--- config.mk ---
export PLATFORM = sky130hd
export DESIGN_NAME = adcwt_top
export DESIGN_NICKNAME = d
export VERILOG_FILES = /design/src/adcwt_pkg.sv /design/src/adcwt_filter.sv /design/src/adcwt_top.sv
export SDC_FILE = /design/constraint.sdc
export NUM_CORES = 1
export LEC_CHECK = 0
export BUFFER_PORTS_ARGS = -buffer_cell sky130_fd_sc_hd__buf_2
export CAP_MARGIN = 20
export CORE_UTILIZATION = 51
export CTS_CLUSTER_SIZE = 20
export DETAILED_ROUTE_END_ITERATION = 8
export GPL_ROUTABILITY_DRIVEN = 0
export GPL_TIMING_DRIVEN = 0
export HOLD_SLACK_MARGIN = 0.1
export PLACE_DENSITY = 0.7
export REMOVE_ABC_BUFFERS = 1
export SYNTH_ARGS = -nofsm -noshare
export SYNTH_HDL_FRONTEND = slang
export SYNTH_SLANG_ARGS = --single-unit
--- constraint.sdc ---
create_clock -name i_clk -period 3.78 [get_ports i_clk]
set_input_delay 0.378 -clock i_clk [delete_from_list [all_inputs] [get_ports i_clk]]
set_output_delay 0.378 -clock i_clk [all_outputs]
set_load 0.02 [all_outputs]
--- src/adcwt_pkg.sv ---
// package: register map, field layout, reset values and carriers for the window/peak block
`default_nettype none
package adcwt_pkg;
  localparam int unsigned ADDR_W = 8;
  localparam int unsigned DATA_W = 8;
  localparam int unsigned CODE_W = 12;

  localparam logic [7:0] ADDR_CH6_LOW_BYTE   = 8'h3b;
  localparam logic [7:0] ADDR_CH7_MARGIN     = 8'h3c;
  localparam logic [7:0] ADDR_CH7_HIGH_BYTE  = 8'h3d;
  localparam logic [7:0] ADDR_CH7_FILTER     = 8'h3e;
  localparam logic [7:0] ADDR_CH7_LOW_BYTE   = 8'h3f;
  localparam logic [7:0] ADDR_CH0_PEAK_LOW   = 8'h60;
  localparam logic [7:0] ADDR_CH0_PEAK_HIGH  = 8'h61;
  localparam logic [7:0] ADDR_IRQ_STATUS     = 8'h70;
  localparam logic [7:0] ADDR_IRQ_MASK       = 8'h71;

  localparam logic [7:0] RST_CH7_MARGIN    = 8'hf0;
  localparam logic [7:0] RST_CH7_HIGH_BYTE = 8'hff;
  localparam logic [7:0] RST_CH7_FILTER    = 8'h00;
  localparam logic [7:0] RST_CH7_LOW_BYTE  = 8'h00;
  localparam logic [7:0] RST_CH6_LOW_BYTE  = 8'h00;
  localparam logic [7:0] RST_PEAK          = 8'h00;
  localparam logic [7:0] RST_IRQ_MASK      = 8'h00;

  localparam int unsigned NIB_HI_MSB = 7;
  localparam int unsigned NIB_HI_LSB = 4;
  localparam int unsigned NIB_LO_MSB = 3;
  localparam int unsigned NIB_LO_LSB = 0;
  localparam int unsigned MARGIN_SHIFT = 3;
  localparam int unsigned MARGIN_W = 7;

  localparam int unsigned IRQ_HIGH_BIT = 0;
  localparam int unsigned IRQ_LOW_BIT  = 1;

  typedef struct packed {
    logic              wr;
    logic              rd;
    logic [ADDR_W-1:0] addr;
    logic [DATA_W-1:0] wdata;
  } adcwt_bus_s;

  typedef struct packed {
    logic              valid;
    logic [2:0]        chan;
    logic [CODE_W-1:0] code;
  } adcwt_sample_s;
endpackage
`default_nettype wire

--- src/adcwt_filter.sv ---
// consecutive-sample event filter for one watchdog direction
`timescale 1ns/1ns
`default_nettype none
module adcwt_filter #(
  parameter int unsigned CNT_W = 4
) (
  input  wire logic             i_clk,
  input  wire logic             i_srst,
  input  wire logic             i_sample,
  input  wire logic             i_beyond,
  input  wire logic [CNT_W-1:0] i_limit,
  output logic                  o_fire
);
  // one wider than the limit so that n+1 can be counted at n = all ones
  logic [CNT_W:0] run;
  wire  [CNT_W:0] limit_ext = {1'b0, i_limit};
  wire  [CNT_W:0] run_inc   = run + {{CNT_W{1'b0}}, 1'b1};

  always_ff @(posedge i_clk) begin
    if (i_srst) begin
      run <= '0;
    end else if (i_sample) begin
      run <= i_beyond ? ((run > limit_ext) ? run : run_inc) : '0;
    end
  end

  // fires on the sample that completes n+1 in a row, once per excursion
  assign o_fire = i_sample && i_beyond && (run == limit_ext);
endmodule
`default_nettype wire

--- src/adcwt_top.sv ---
// window comparator settings, ch7 watchdog and ch0 peak recorder with register port
//
// Decided for this implementation: the address-and-strobe port.
`timescale 1ns/1ns
`default_nettype none
module adcwt_top
  import adcwt_pkg::*;
(
  input  wire logic                    i_clk,
  input  wire logic                    i_srst,
  input  wire adcwt_pkg::adcwt_bus_s   i_bus,
  output logic [adcwt_pkg::DATA_W-1:0] o_rdata,
  input  wire adcwt_pkg::adcwt_sample_s i_sample,
  output logic                         o_ch7_high_event,
  output logic                         o_ch7_low_event,
  output logic                         o_irq
);
  import adcwt_pkg::*;

  // ==========================================================
  // register storage
  logic [7:0] ch7_window_margin;
  logic [7:0] ch7_upper_limit_byte;
  logic [7:0] ch7_sample_filter_count;
  logic [7:0] ch7_lower_limit_byte;
  logic [7:0] ch6_lower_limit_byte;
  logic [CODE_W-1:0] ch0_peak;
  logic [1:0] irq_status;
  logic [1:0] irq_mask;
  // the high byte is latched when the low byte is read so a pair reads coherently
  logic [7:0] peak_high_hold;
  logic       hold_valid;

  // ==========================================================
  // address decode
  wire hit_margin  = (i_bus.addr == ADDR_CH7_MARGIN);
  wire hit_high    = (i_bus.addr == ADDR_CH7_HIGH_BYTE);
  wire hit_filter  = (i_bus.addr == ADDR_CH7_FILTER);
  wire hit_low     = (i_bus.addr == ADDR_CH7_LOW_BYTE);
  wire hit_ch6_low = (i_bus.addr == ADDR_CH6_LOW_BYTE);
  wire hit_pk_lo   = (i_bus.addr == ADDR_CH0_PEAK_LOW);
  wire hit_pk_hi   = (i_bus.addr == ADDR_CH0_PEAK_HIGH);
  wire hit_status  = (i_bus.addr == ADDR_IRQ_STATUS);
  wire hit_mask    = (i_bus.addr == ADDR_IRQ_MASK);

  wire rd_pk_lo = i_bus.rd && hit_pk_lo;
  wire rd_pk_hi = i_bus.rd && hit_pk_hi;
  wire peak_read = rd_pk_lo || rd_pk_hi;

  // ==========================================================
  // threshold assembly
  wire [3:0] ch7_upper_limit_low_nibble = ch7_window_margin[NIB_HI_MSB:NIB_HI_LSB];
  wire [3:0] ch7_lower_limit_low_nibble = ch7_sample_filter_count[NIB_HI_MSB:NIB_HI_LSB];
  wire [3:0] margin_nib  = ch7_window_margin[NIB_LO_MSB:NIB_LO_LSB];
  wire [3:0] filter_n    = ch7_sample_filter_count[NIB_LO_MSB:NIB_LO_LSB];
  // byte meets result[11:4], nibble meets result[3:0]
  wire [CODE_W-1:0] upper_th = {ch7_upper_limit_byte, ch7_upper_limit_low_nibble};
  wire [CODE_W-1:0] lower_th = {ch7_lower_limit_byte, ch7_lower_limit_low_nibble};
  wire [MARGIN_W-1:0] hyst = {margin_nib, 3'h0};

  // ==========================================================
  // window comparison with hysteresis
  // once beyond a limit, the code must return past limit -/+ hyst to rearm
  logic above_state;
  logic below_state;
  wire ch7_sample = i_sample.valid && (i_sample.chan == 3'h7);
  wire ch0_sample = i_sample.valid && (i_sample.chan == 3'h0);
  wire [CODE_W:0] code_x    = {1'b0, i_sample.code};
  wire [CODE_W:0] upper_x   = {1'b0, upper_th};
  wire [CODE_W:0] lower_x   = {1'b0, lower_th};
  wire [CODE_W:0] hyst_x    = {{(CODE_W+1-MARGIN_W){1'b0}}, hyst};
  // 13-bit sums avoid wraparound near full scale and zero
  wire above_hi  = code_x > upper_x;
  wire below_lo  = code_x < lower_x;
  wire rearm_hi  = (code_x + hyst_x) <= upper_x;
  wire rearm_lo  = code_x >= (lower_x + hyst_x);
  wire beyond_hi = above_hi || (above_state && !rearm_hi);
  wire beyond_lo = below_lo || (below_state && !rearm_lo);

  always_ff @(posedge i_clk) begin
    if (i_srst) begin
      above_state <= 1'b0;
      below_state <= 1'b0;
    end else if (ch7_sample) begin
      above_state <= beyond_hi;
      below_state <= beyond_lo;
    end
  end

  logic fire_hi;
  logic fire_lo;
  adcwt_filter #(.CNT_W(4)) u_filt_hi (
    .i_clk    (i_clk),
    .i_srst   (i_srst),
    .i_sample (ch7_sample),
    .i_beyond (beyond_hi),
    .i_limit  (filter_n),
    .o_fire   (fire_hi)
  );
  adcwt_filter #(.CNT_W(4)) u_filt_lo (
    .i_clk    (i_clk),
    .i_srst   (i_srst),
    .i_sample (ch7_sample),
    .i_beyond (beyond_lo),
    .i_limit  (filter_n),
    .o_fire   (fire_lo)
  );

  // ==========================================================
  // configuration writes
  always_ff @(posedge i_clk) begin
    if (i_srst) begin
      ch7_window_margin       <= RST_CH7_MARGIN;
      ch7_upper_limit_byte    <= RST_CH7_HIGH_BYTE;
      ch7_sample_filter_count <= RST_CH7_FILTER;
      ch7_lower_limit_byte    <= RST_CH7_LOW_BYTE;
      ch6_lower_limit_byte    <= RST_CH6_LOW_BYTE;
      irq_mask                <= RST_IRQ_MASK[1:0];
    end else if (i_bus.wr) begin
      if (hit_margin) begin
        ch7_window_margin <= i_bus.wdata;
      end else if (hit_high) begin
        ch7_upper_limit_byte <= i_bus.wdata;
      end else if (hit_filter) begin
        ch7_sample_filter_count <= i_bus.wdata;
      end else if (hit_low) begin
        ch7_lower_limit_byte <= i_bus.wdata;
      end else if (hit_ch6_low) begin
        ch6_lower_limit_byte <= i_bus.wdata;
      end else if (hit_mask) begin
        irq_mask <= i_bus.wdata[1:0];
      end
    end
  end

  // ==========================================================
  // peak recorder: a sample in the read cycle survives the clear
  wire [CODE_W-1:0] peak_base = peak_read ? '0 : ch0_peak;
  wire [CODE_W-1:0] next_peak =
    (ch0_sample && (i_sample.code > peak_base)) ? i_sample.code : peak_base;

  always_ff @(posedge i_clk) begin
    if (i_srst) begin
      ch0_peak       <= {RST_PEAK[3:0], RST_PEAK};
      peak_high_hold <= RST_PEAK;
      hold_valid     <= 1'b0;
    end else begin
      ch0_peak <= next_peak;
      if (rd_pk_lo) begin
        peak_high_hold <= {4'h0, ch0_peak[CODE_W-1:8]};
        hold_valid     <= 1'b1;
      end else if (rd_pk_hi) begin
        hold_valid <= 1'b0;
      end
    end
  end

  // ==========================================================
  // interrupt status: set wins over write-one-to-clear
  wire [1:0] ev_set = {fire_lo, fire_hi};
  wire [1:0] w1c    = (i_bus.wr && hit_status) ? i_bus.wdata[1:0] : 2'h0;
  wire [1:0] next_status = (irq_status & ~w1c) | ev_set;

  always_ff @(posedge i_clk) begin
    if (i_srst) begin
      irq_status <= 2'h0;
    end else begin
      irq_status <= next_status;
    end
  end

  assign o_irq            = |(irq_status & irq_mask);
  assign o_ch7_high_event = irq_status[IRQ_HIGH_BIT];
  assign o_ch7_low_event  = irq_status[IRQ_LOW_BIT];

  // ==========================================================
  // read data, one cycle after the strobe; unmapped reads return zero
  wire [7:0] peak_hi_view = hold_valid ? peak_high_hold : {4'h0, ch0_peak[CODE_W-1:8]};
  wire [7:0] rd_mux =
    hit_margin  ? ch7_window_margin :
    hit_high    ? ch7_upper_limit_byte :
    hit_filter  ? ch7_sample_filter_count :
    hit_low     ? ch7_lower_limit_byte :
    hit_ch6_low ? ch6_lower_limit_byte :
    hit_pk_lo   ? ch0_peak[7:0] :
    hit_pk_hi   ? peak_hi_view :
    hit_status  ? {6'h00, irq_status} :
    hit_mask    ? {6'h00, irq_mask} : 8'h00;

  always_ff @(posedge i_clk) begin
    if (i_srst) begin
      o_rdata <= 8'h00;
    end else begin
      o_rdata <= i_bus.rd ? rd_mux : 8'h00;
    end
  end
endmodule
`default_nettype wire

Word level (Yosys, flattened, before mapping)
Cells that the tools add are included.
{"block": "totals", "ff_bits": 81, "latch_bits": 0, "ramBits": 0, "mem_bits_ro": 0, "input_bits": 36, "out_inout_bits": 11, "word_cells": 98, "n_memories": 0}
{"block": "op_classes", "n_addsub": 4, "multipliers": 0, "div": 0, "n_lt_le_gt_ge": 7, "eq_ne": 14, "n_shift": 0, "n_mux": 19, "bitwise_logic": 10, "reduce_logical": 29}
{"op": "two-way mux 8 bit", "n": 6}
{"op": "equality test 8 x 6 -> 1 bit (second input constant)", "n": 5}
{"op": "equality test 8 x 7 -> 1 bit (second input constant)", "n": 4}
{"op": "adder 12 x 7 -> 13 bit", "n": 2}
{"op": "> comparator 12 bit", "n": 2}
{"op": "two-way mux 12 bit", "n": 2}
{"op": "two-way mux 5 bit", "n": 4}
{"op": ">= comparator 12 x 13 -> 1 bit", "n": 1}
{"op": "less-or-equal comparator 13 x 12 -> 1 bit", "n": 1}
{"op": "logical AND 1 bit", "n": 12}
{"op": "< comparator 12 bit", "n": 1}
{"op": "adder 5 x 1 -> 5 bit (second input constant)", "n": 2}
{"op": "equality test 5 x 4 -> 1 bit", "n": 2}
{"op": "> comparator 5 x 4 -> 1 bit", "n": 2}
{"op": "two-way mux 4 bit", "n": 2}
{"op": "AND reduction 7 bit", "n": 1}
{"op": "two-way mux 2 bit", "n": 3}
{"op": "NOT 1 bit", "n": 6}
{"op": "AND reduction 2 bit", "n": 3}
{"op": "AND reduction 6 bit", "n": 1}
{"op": "AND reduction 5 bit", "n": 1}
{"op": "bitwise AND 2 bit", "n": 2}
{"op": "inequality test 2 bit (second input constant)", "n": 2}
{"op": "AND reduction 4 bit", "n": 1}
{"op": "other kinds (10)", "n": 15}

Logic depth before layout (Yosys ltp)
Gate-level depths: netlist of the first run.
{"block": "depth", "word_depth": 10, "mapped_depth": 17, "depth_no_buf": 16}

By module
Synthesis of the first run repeated with hierarchy kept, for this count alone.
{"block": "hier_totals", "hier_cells": 687, "area_unflattened_um2": 5669.2}
{"module": "adcwt_top", "n_inst": 1, "cells_per_inst": 571, "area_each_um2": 4785.8, "seq_area_each_um2": 1421.4}
{"module": "adcwt_filter", "n_inst": 2, "cells_per_inst": 58, "area_each_um2": 441.7, "seq_area_each_um2": 100.1}

Worst setup path after synthesis of the first run
Ideal clock, no wire load.
{"block": "synth_timing", "kind": "input to register", "startpoint": "in i_sample[3] in the netlist's numbering", "endpoint": "reg u_filt_hi.run[1]", "setup_time_ns": 0.132, "arrival_time_ns": 3.021, "required_ns": 3.648, "path_slack_ns": 0.627, "stages": 15, "n_path_buf": 0, "path_cell_list": "ha_1 -> inv_1 -> fa_1 -> nor2b_1 -> o21ai_0 -> nand2b_1 -> xnor2_1 -> ha_1 -> and4_1 -> nand3_1 -> a21oi_1 -> a2111oi_1 -> a211oi_2 -> nor4_4 -> o22ai_1"}
{"block": "synth_via", "elab_chain_cells": 7, "word_cells_on_any_way": 9, "classes_between": "add/sub: 1; order compare: 2; eq/ne: 1; mux: 1; reduce/logical: 4"}
{"element": "start, declared", "line": "adcwt_top.sv:13", "text": "input wire adcwt_pkg::adcwt_sample_s i_sample,"}
{"element": "adder 12 x 7 -> 13 bit", "line": "adcwt_top.sv:75", "text": "wire rearm_hi = (code_x + hyst_x) <= upper_x;"}
{"element": "less-or-equal comparator 13 x 12 -> 1 bit", "line": "adcwt_top.sv:75"}
{"element": "logical NOT 1 bit", "line": "adcwt_top.sv:77", "text": "wire beyond_hi = above_hi || (above_state && !rearm_hi);"}
{"element": "logical AND 1 bit", "line": "adcwt_top.sv:77"}
{"element": "logical OR 1 bit (*)", "line": "adcwt_top.sv:77"}
{"element": "inequality test 2 bit (no source line)"}
{"element": "AND reduction 2 bit (no source line)"}
{"element": "end signal, assigned", "line": "adcwt_filter.sv:23", "text": "run <= i_beyond ? ((run > limit_ext) ? run : run_inc) : '0;"}
{"element": "end, declared", "line": "adcwt_filter.sv:15", "text": "logic [CNT_W:0] run;"}
Every way passes the cells marked *; elsewhere a longest branch is shown, timed or not.
A chain may end at the register's enable or synchronous reset.

Worst setup path after layout of the first run
{"block": "layout_timing", "startpoint": "reg ch7_window_margin[0]", "endpoint": "reg u_filt_hi.run[0]"}
{"block": "layout_via", "elab_chain_cells": 7, "word_cells_on_any_way": 8, "classes_between": "add/sub: 1; order compare: 1; eq/ne: 1; mux: 1; reduce/logical: 4"}
{"element": "start, declared", "line": "adcwt_top.sv:22", "text": "logic [7:0] ch7_window_margin;"}
{"element": "start signal, assigned", "line": "adcwt_top.sv:121", "text": "ch7_window_margin <= i_bus.wdata;"}
{"element": "adder 12 x 7 -> 13 bit (*)", "line": "adcwt_top.sv:75"}
{"element": "less-or-equal comparator 13 x 12 -> 1 bit (*)", "line": "adcwt_top.sv:75"}
{"element": "logical NOT 1 bit (*)", "line": "adcwt_top.sv:77"}
{"element": "logical AND 1 bit (*)", "line": "adcwt_top.sv:77"}
{"element": "logical OR 1 bit (*)", "line": "adcwt_top.sv:77"}
{"element": "inequality test 2 bit (no source line)"}
{"element": "AND reduction 2 bit (no source line)"}
Marks and branches as above.

==> results.toml, run 1 <==
[grt]
grt_pass1_vias = 4620
grt_use_total = 0.276
grt_max_degree = 59
grt_antenna_before_repair = 0
grt_pass1_wl_um = 23500
overflow = 0

[placed_design]
dpl.hpwl_um = 11500
io_buffers = 46
placed_cell_area_um2 = 5790

[synthesis]
async_flop_share = 0
synth_top_family_by_area = "simple AND/OR/NAND/NOR gates"
avgSynthCellArea_um2 = 8.37
ys_seq_elements = 81
syn_inst = 657
synth_top_area_frac = 0.295
seq_area_frac_synth = 0.295
synth_compound_area_frac = 0.175
synth_cell_types = 63
synthAdderAreaFrac = 0.171
synth_edf_count = 0
synth_ff_type = "dfxtp_1"
synth_xor_area_frac = 0.0255
synth_top_area_cell = "dfxtp_1"
yosys_warnings = 0
synth_simple_gate_area_frac = 0.198
synth_area_um2 = 5500
yosys-top-cells-area = "dfxtp_1 (29%), ha_1 (16%), mux2i_1 (5.5%)"
synthMuxAreaShare = 0.0791

[power_and_ir_drop]
p_int_mw = 1.27
power_switching_mw = 0.453
pwr-share-seq = 0.500
combPwrFrac = 0.112
ir_drop_mv = 0.151
switching_share = 0.264
power.density_nw_per_um2 = 283
p_leak_nw = 2.58
total_power_mw = 1.72
pwr-share-clk = 0.388

[cts]
cts_buffers = 9
clk_pin_slew_ps = 90
cts-root-buf = "clkbuf_8"
clk-insertion-delay-late_ps = 360
cts.sinks = 81
htreeDepth = 3
cts_tree = "yes"
ctsHoldBuffers = 0
cts_buffer_depth = 2

[detailed_routing]
wirelength_um = 14900
ant_nets = 0
via_count = 5018
wire_per_inst_um = 17.8
avgViaCountPerCell = 6.00
drtIter0Drc = 360
drt_first_pass_iters = 5
drt_drc_violations_left = 0

[setup_path]
path_max_fanout = 4
start_kind = "flip-flop"
r2r_start = "ch7_window_margin[0]"
ff2ff_path_depth = 17
ff2ff_setup_slack_ps = 170
cpLargestDelayFamily = "simple AND/OR/NAND/NOR gates"
crit_slowest_cell = "or4b_1"
path_cells = "ha_1 -> inv_1 -> fa_1 -> nor2b_1 -> o21ai_0 -> nand2b_1 -> xnor2_1 -> ha_1 -> and4_1 -> nand3_1 -> a21oi_2 -> a2111oi_2 -> a211oi_2 -> nor3_2 -> buf_4 -> or4b_1 -> o41ai_1"
cp.required_ps = 4040
cp-endpoint = "u_filt_hi.run[0]"
cpMostUsedCell = "ha_1"
cp.arrival_ps = 3870
worst_setup_path_end_kind = "flip-flop"
r2r-end = "u_filt_hi.run[0]"
crit_type = "flip-flop to flip-flop"
startpoint = "ch7_window_margin[0]"
max_stage_delay_ps = 450
path_buf_inv = 2
worstSetupPathDepth = 17

[sta]
slew_violations = 0
fmax_ghz = 0.277
finalCriticalPeriod_ps = 3610
fin_worst_skew_ps = 14.3
max-slew-margin-rel = 0.269
post-route-period-util = 0.955
setup_viol = 0
hold_viol = 0
max_slew.worst_pin.slew_ps = 1090

[floorplan]
ios = 47
row_count = 37
die_w_um = 106
dieArea_um2 = 11200
core_um2 = 10400
die_y_um = 106
initial_utilization = 0.531

[layout]
antenna_cells = 0
final_common_cell = "dfxtp_1"
area_growth_pct = 10.3
final_layout_size_suffix_gt1_frac = 0.143
ff_latch_area_um2 = 1630
final_nets = 807
finish.utilization = 0.585
multi_input_area_um2 = 3590
most-common-layout-cells = "dfxtp_1 (79), ha_1 (72), nor2_1 (67), nand2_1 (60), a21oi_1 (57)"
num-fill-cells = 969
finish.instance_area_um2 = 6070

[min_path]
hold_class = "input pin to flip-flop"
hp-start = "i_sample[0]"

[run_status]
outcome = "completed"

[run]
maxCapViolations = 0
==> layout make-up <==
| class | count | share of cell area |
|---|---|---|
| clock buffers | 11 | 0.0249 |
| clock inverters | 4 | 0.00845 |
| inverters | 50 | 0.0309 |
| multi-input cells | 503 | 0.592 |
| flip-flops and latches | 81 | 0.268 |
| well taps | 136 | 0.0280 |
| repair buffers | 52 | 0.0474 |
==> flip-flops by register name (all words and copies together), names as in the netlist <==
name	flops
u_filt_lo.run	5
ch7_upper_limit_byte	8
ch7_sample_filter_count	8
irq_status	2
o_rdata	8
above_state	1
below_state	1
u_filt_hi.run	5
ch0_peak	12
peak_high_hold	4
ch7_lower_limit_byte	8
hold_valid	1
ch7_window_margin	8
irq_mask	2
ch6_lower_limit_byte	8
==> stage by stage <==
stage	TNS (ps)	setup WS (ps)	hold WS, ps	std cells
3_3_place_gp	-203	-152	447	816
3_5_place_dp	-1720	-266	450	816
4_1_cts	0	2.60	284	833
6_report	0	170	295	837
5_1_grt	-0.866	-0.866	308	837
2_1_floorplan	0	627	430	634
==> synthesized netlist by cell type, drive strengths merged (2+ instances only) <==
master and count:
xor2 3, or2 9, nand4 14, nor4 2, xnor2 13, a211o 2, nand2b 6, ha 72
clkbuf 11, mux2 8, dfxtp 81, o21ai 23, nor2b 5, inv 50, mux2i 30, and4 5
nor3 15, nand3 24, nor2 68, nand4b 2, a221oi 10, nand3b 3, or3 4, nand2 61
a211oi 14, a21o 13, a21oi 60, buf 11, o211ai 13, a31oi 2, fa 2, a2111oi 2
mux4 2
==> power groups by stage <==
stage                     clock network (mW)  logic (mW)  registers [mW]
after floorplan                            0      0.0958           0.879
after global placement                     0       0.178           0.880
after detailed placement                   0       0.186           0.880
after CTS                              0.678       0.188           0.860
after global routing                   0.714       0.214           0.860
final                                  0.667       0.193           0.859
==> routing by layer <==
metal	part of all wire	global-route usage	up-vias
li1	-	-	2438
met1	0.43	0.357	2367
met2	0.46	0.440	172
met3	0.064	0.0519	41
met4	0.050	0.139	0
met5	0	0	-
==> how the worst min path moves through the flow <==
| stage | cells after the start | slack, ps | to |
|---|---|---|---|
| 2_1_floorplan | 2 | 430 | ch6_lower_limit_byte[0] |
| 3_3_place_gp | 2 | 450 | ch6_lower_limit_byte[7] |
| 3_5_place_dp | 2 | 450 | ch6_lower_limit_byte[7] |
| 4_1_cts | 3 | 280 | ch0_peak[0] |
| 5_1_grt | 3 | 310 | ch6_lower_limit_byte[3] |
| 6_report | 3 | 300 | ch0_peak[0] |
==> cells by family after synthesis <==
logic type | count (synthesis)
xor+xnor | 16
flops | 81
simple gates | 224
fa+ha+maj | 74
buf+inv | 73
compound gates | 149
mux | 40
==> worst register-to-register path: cells and delay by family (launching register included) <==
family | cells | cell delay [ps]
fa+ha+maj | 3 | 880
buf+inv | 2 | 220
xor+xnor | 1 | 110
compound gates | 5 | 670
simple gates | 6 | 1240
flops | 1 | 390
==> repair_timing <==
action                     4_1_cts  5_1_grt
setup endpoints to repair        6        7
hold endpoints to repair         0        0
pin swaps                        2        1
gates resized for setup          1        7
setup buffers                    2        3
Power figures use the tool's default switching activity.
==> run 2: changes to the inputs <==
--- a/config.mk
+++ b/config.mk
@@ -7,13 +7,15 @@
 export LEC_CHECK = 0
 export BUFFER_PORTS_ARGS = -buffer_cell sky130_fd_sc_hd__buf_2
 export CAP_MARGIN = 20
-export CORE_UTILIZATION = 51
+export CELL_PAD_IN_SITES_DETAIL_PLACEMENT = 0
+export CELL_PAD_IN_SITES_GLOBAL_PLACEMENT = 1
+export CORE_UTILIZATION = 46
 export CTS_CLUSTER_SIZE = 20
 export DETAILED_ROUTE_END_ITERATION = 8
 export GPL_ROUTABILITY_DRIVEN = 0
 export GPL_TIMING_DRIVEN = 0
 export HOLD_SLACK_MARGIN = 0.1
-export PLACE_DENSITY = 0.7
+export PLACE_DENSITY_LB_ADDON = 0.1
 export REMOVE_ABC_BUFFERS = 1
 export SYNTH_ARGS = -nofsm -noshare
 export SYNTH_HDL_FRONTEND = slang
==> results.toml, run 2 (same netlist as run 1, synthesis figures left out) <==
[layout]
final_nets = 805
largest_register = "ch0_peak"
layout.cells.non_filler = 843
largest_register_ffs = 12
final_layout_size_suffix_gt1_frac = 0.137
finish.instance_area_um2 = 6130
final_common_cell = "dfxtp_1"
most-common-layout-cells = "dfxtp_1 (79), ha_1 (72), nor2_1 (67), nand2_1 (60), a21oi_1 (59)"
antenna_cells = 0
area_growth_pct = 11.4

[power_and_ir_drop]
power.density_nw_per_um2 = 311
ir_drop_mv = 0.147
p_leak_nw = 2.61
total_power_mw = 1.91

[cts]
htreeDepth = 3
clk-insertion-delay-late_ps = 350
cts_buffers = 9
clk_pin_slew_ps = 70
cts_tree = "yes"
cts.sinks = 81
cts_buffer_depth = 2
cts-root-buf = "clkbuf_16"

[floorplan]
initial_utilization = 0.478
ios = 47
die_w_um = 111
row_count = 39
core_um2 = 11500
dieArea_um2 = 12400
die_y_um = 111

[sta]
fin_worst_skew_ps = 8.63
fmax_ghz = 0.278
max_slew.worst_pin.slew_ps = 1060
setup_ws_ps = 177
hold_viol = 0
finalCriticalPeriod_ps = 3600
post-route-period-util = 0.953
slew_violations = 0
setup_viol = 0
max-slew-margin-rel = 0.288

[setup_path]
startpoint = "ch7_window_margin[0]"
crit_type = "flip-flop to flip-flop"
r2r-end = "irq_status[0]"
start_kind = "flip-flop"
cpLargestDelayFamily = "simple AND/OR/NAND/NOR gates"
cp.arrival_ps = 3890
ff2ff_setup_slack_ps = 180
worst_setup_path_end_kind = "flip-flop"
max_stage_delay_ps = 450
cp.required_ps = 4060
ff2ff_path_depth = 17
path_buf_inv = 2
path_cells = "ha_1 -> inv_1 -> fa_1 -> nor2b_1 -> o21ai_0 -> nand2b_1 -> xnor2_1 -> ha_1 -> and4_1 -> nand3_1 -> a21oi_1 -> a2111oi_2 -> a211oi_2 -> nor3_2 -> buf_4 -> or3_1 -> a21oi_1"
path_max_fanout = 4
crit_slowest_cell = "or3_1"
r2r_start = "ch7_window_margin[0]"

[grt]
overflow = 0
grt_antenna_before_repair = 0
grt_pass1_wl_um = 24900
grt_pass1_vias = 4665
grt_max_degree = 32
grt_use_total = 0.261

[min_path]
hp-start = "i_sample[0]"
hold_path_depth = 3
hold_class = "input pin to flip-flop"
whs_endpoint = "ch0_peak[0]"

[detailed_routing]
wire_per_inst_um = 18.4
drt_first_pass_iters = 7
drt_drc_violations_left = 2
wirelength_um = 15500
avgViaCountPerCell = 5.78
drtIter0Drc = 306
ant_nets = 0
via_count = 4871

[placed_design]
place_inst = 824
dpl.hpwl_um = 12100
io_buffers = 46
placed_cell_area_um2 = 5810
post-place-ws_ps = -303

[run]
maxCapViolations = 0

[run_status]
violations = "DRC"
outcome = "complete, but fails checks"
-- run 2: through the flow --
stage          utilization  TNS, ps  hold slack, ps
2_1_floorplan            -        0             430
6_report             0.532        0             295
4_1_cts              0.531        0             291
5_1_grt              0.532    -20.6             305
3_3_place_gp         0.503    -1190             441
3_5_place_dp         0.505    -1930             450
-- run 2: layout make-up --
class / count / area (µm²)
multi-input cells: 503 / 3590
clock buffers: 11 / 243
inverters: 50 / 188
repair buffers: 50 / 273
flip-flops and latches: 81 / 1620
well taps: 143 / 179
clock inverters: 5 / 38.8
fillers: 1128 / 5390
-- run 2: how the worst max path moves through the flow --
stage / to / cells after the start / slack [ps]
3_5_place_dp: irq_status[0] / 17 / -300
4_1_cts: irq_status[0] / 17 / 50
2_1_floorplan: u_filt_hi.run[1] / 15 / 630
3_3_place_gp: irq_status[0] / 15 / -230
5_1_grt: irq_status[0] / 17 / -20
6_report: irq_status[0] / 17 / 180
-- run 2: tightest hold or removal path, stage by stage --
cell	delay (ps)
buf_2	90
mux2i_1	60
nor2_1	80
-- run 2: where the power goes --
| group | internal [mW] | switching, mW |
|---|---|---|
| registers | 0.857 | 0.00323 |
| clock network | 0.468 | 0.385 |
| logic | 0.0706 | 0.124 |
| total | 1.40 | 0.512 |
-- run 2: layer usage --
layer	global-route usage	vias up	part of all wire
li1	-	2431	-
met5	0	-	0
met4	0.108	0	0.030
met1	0.350	2316	0.48
met2	0.414	100	0.45
met3	0.0474	24	0.043
-- run 2: timing repair --
item | CTS | global route
cloned | 0 | 0
setup endpoints to repair | 3 | 7
pin swaps | 2 | 1
gates resized for setup | 1 | 4
buffers inserted | 2 | 1
hold buffers | 0 | 0
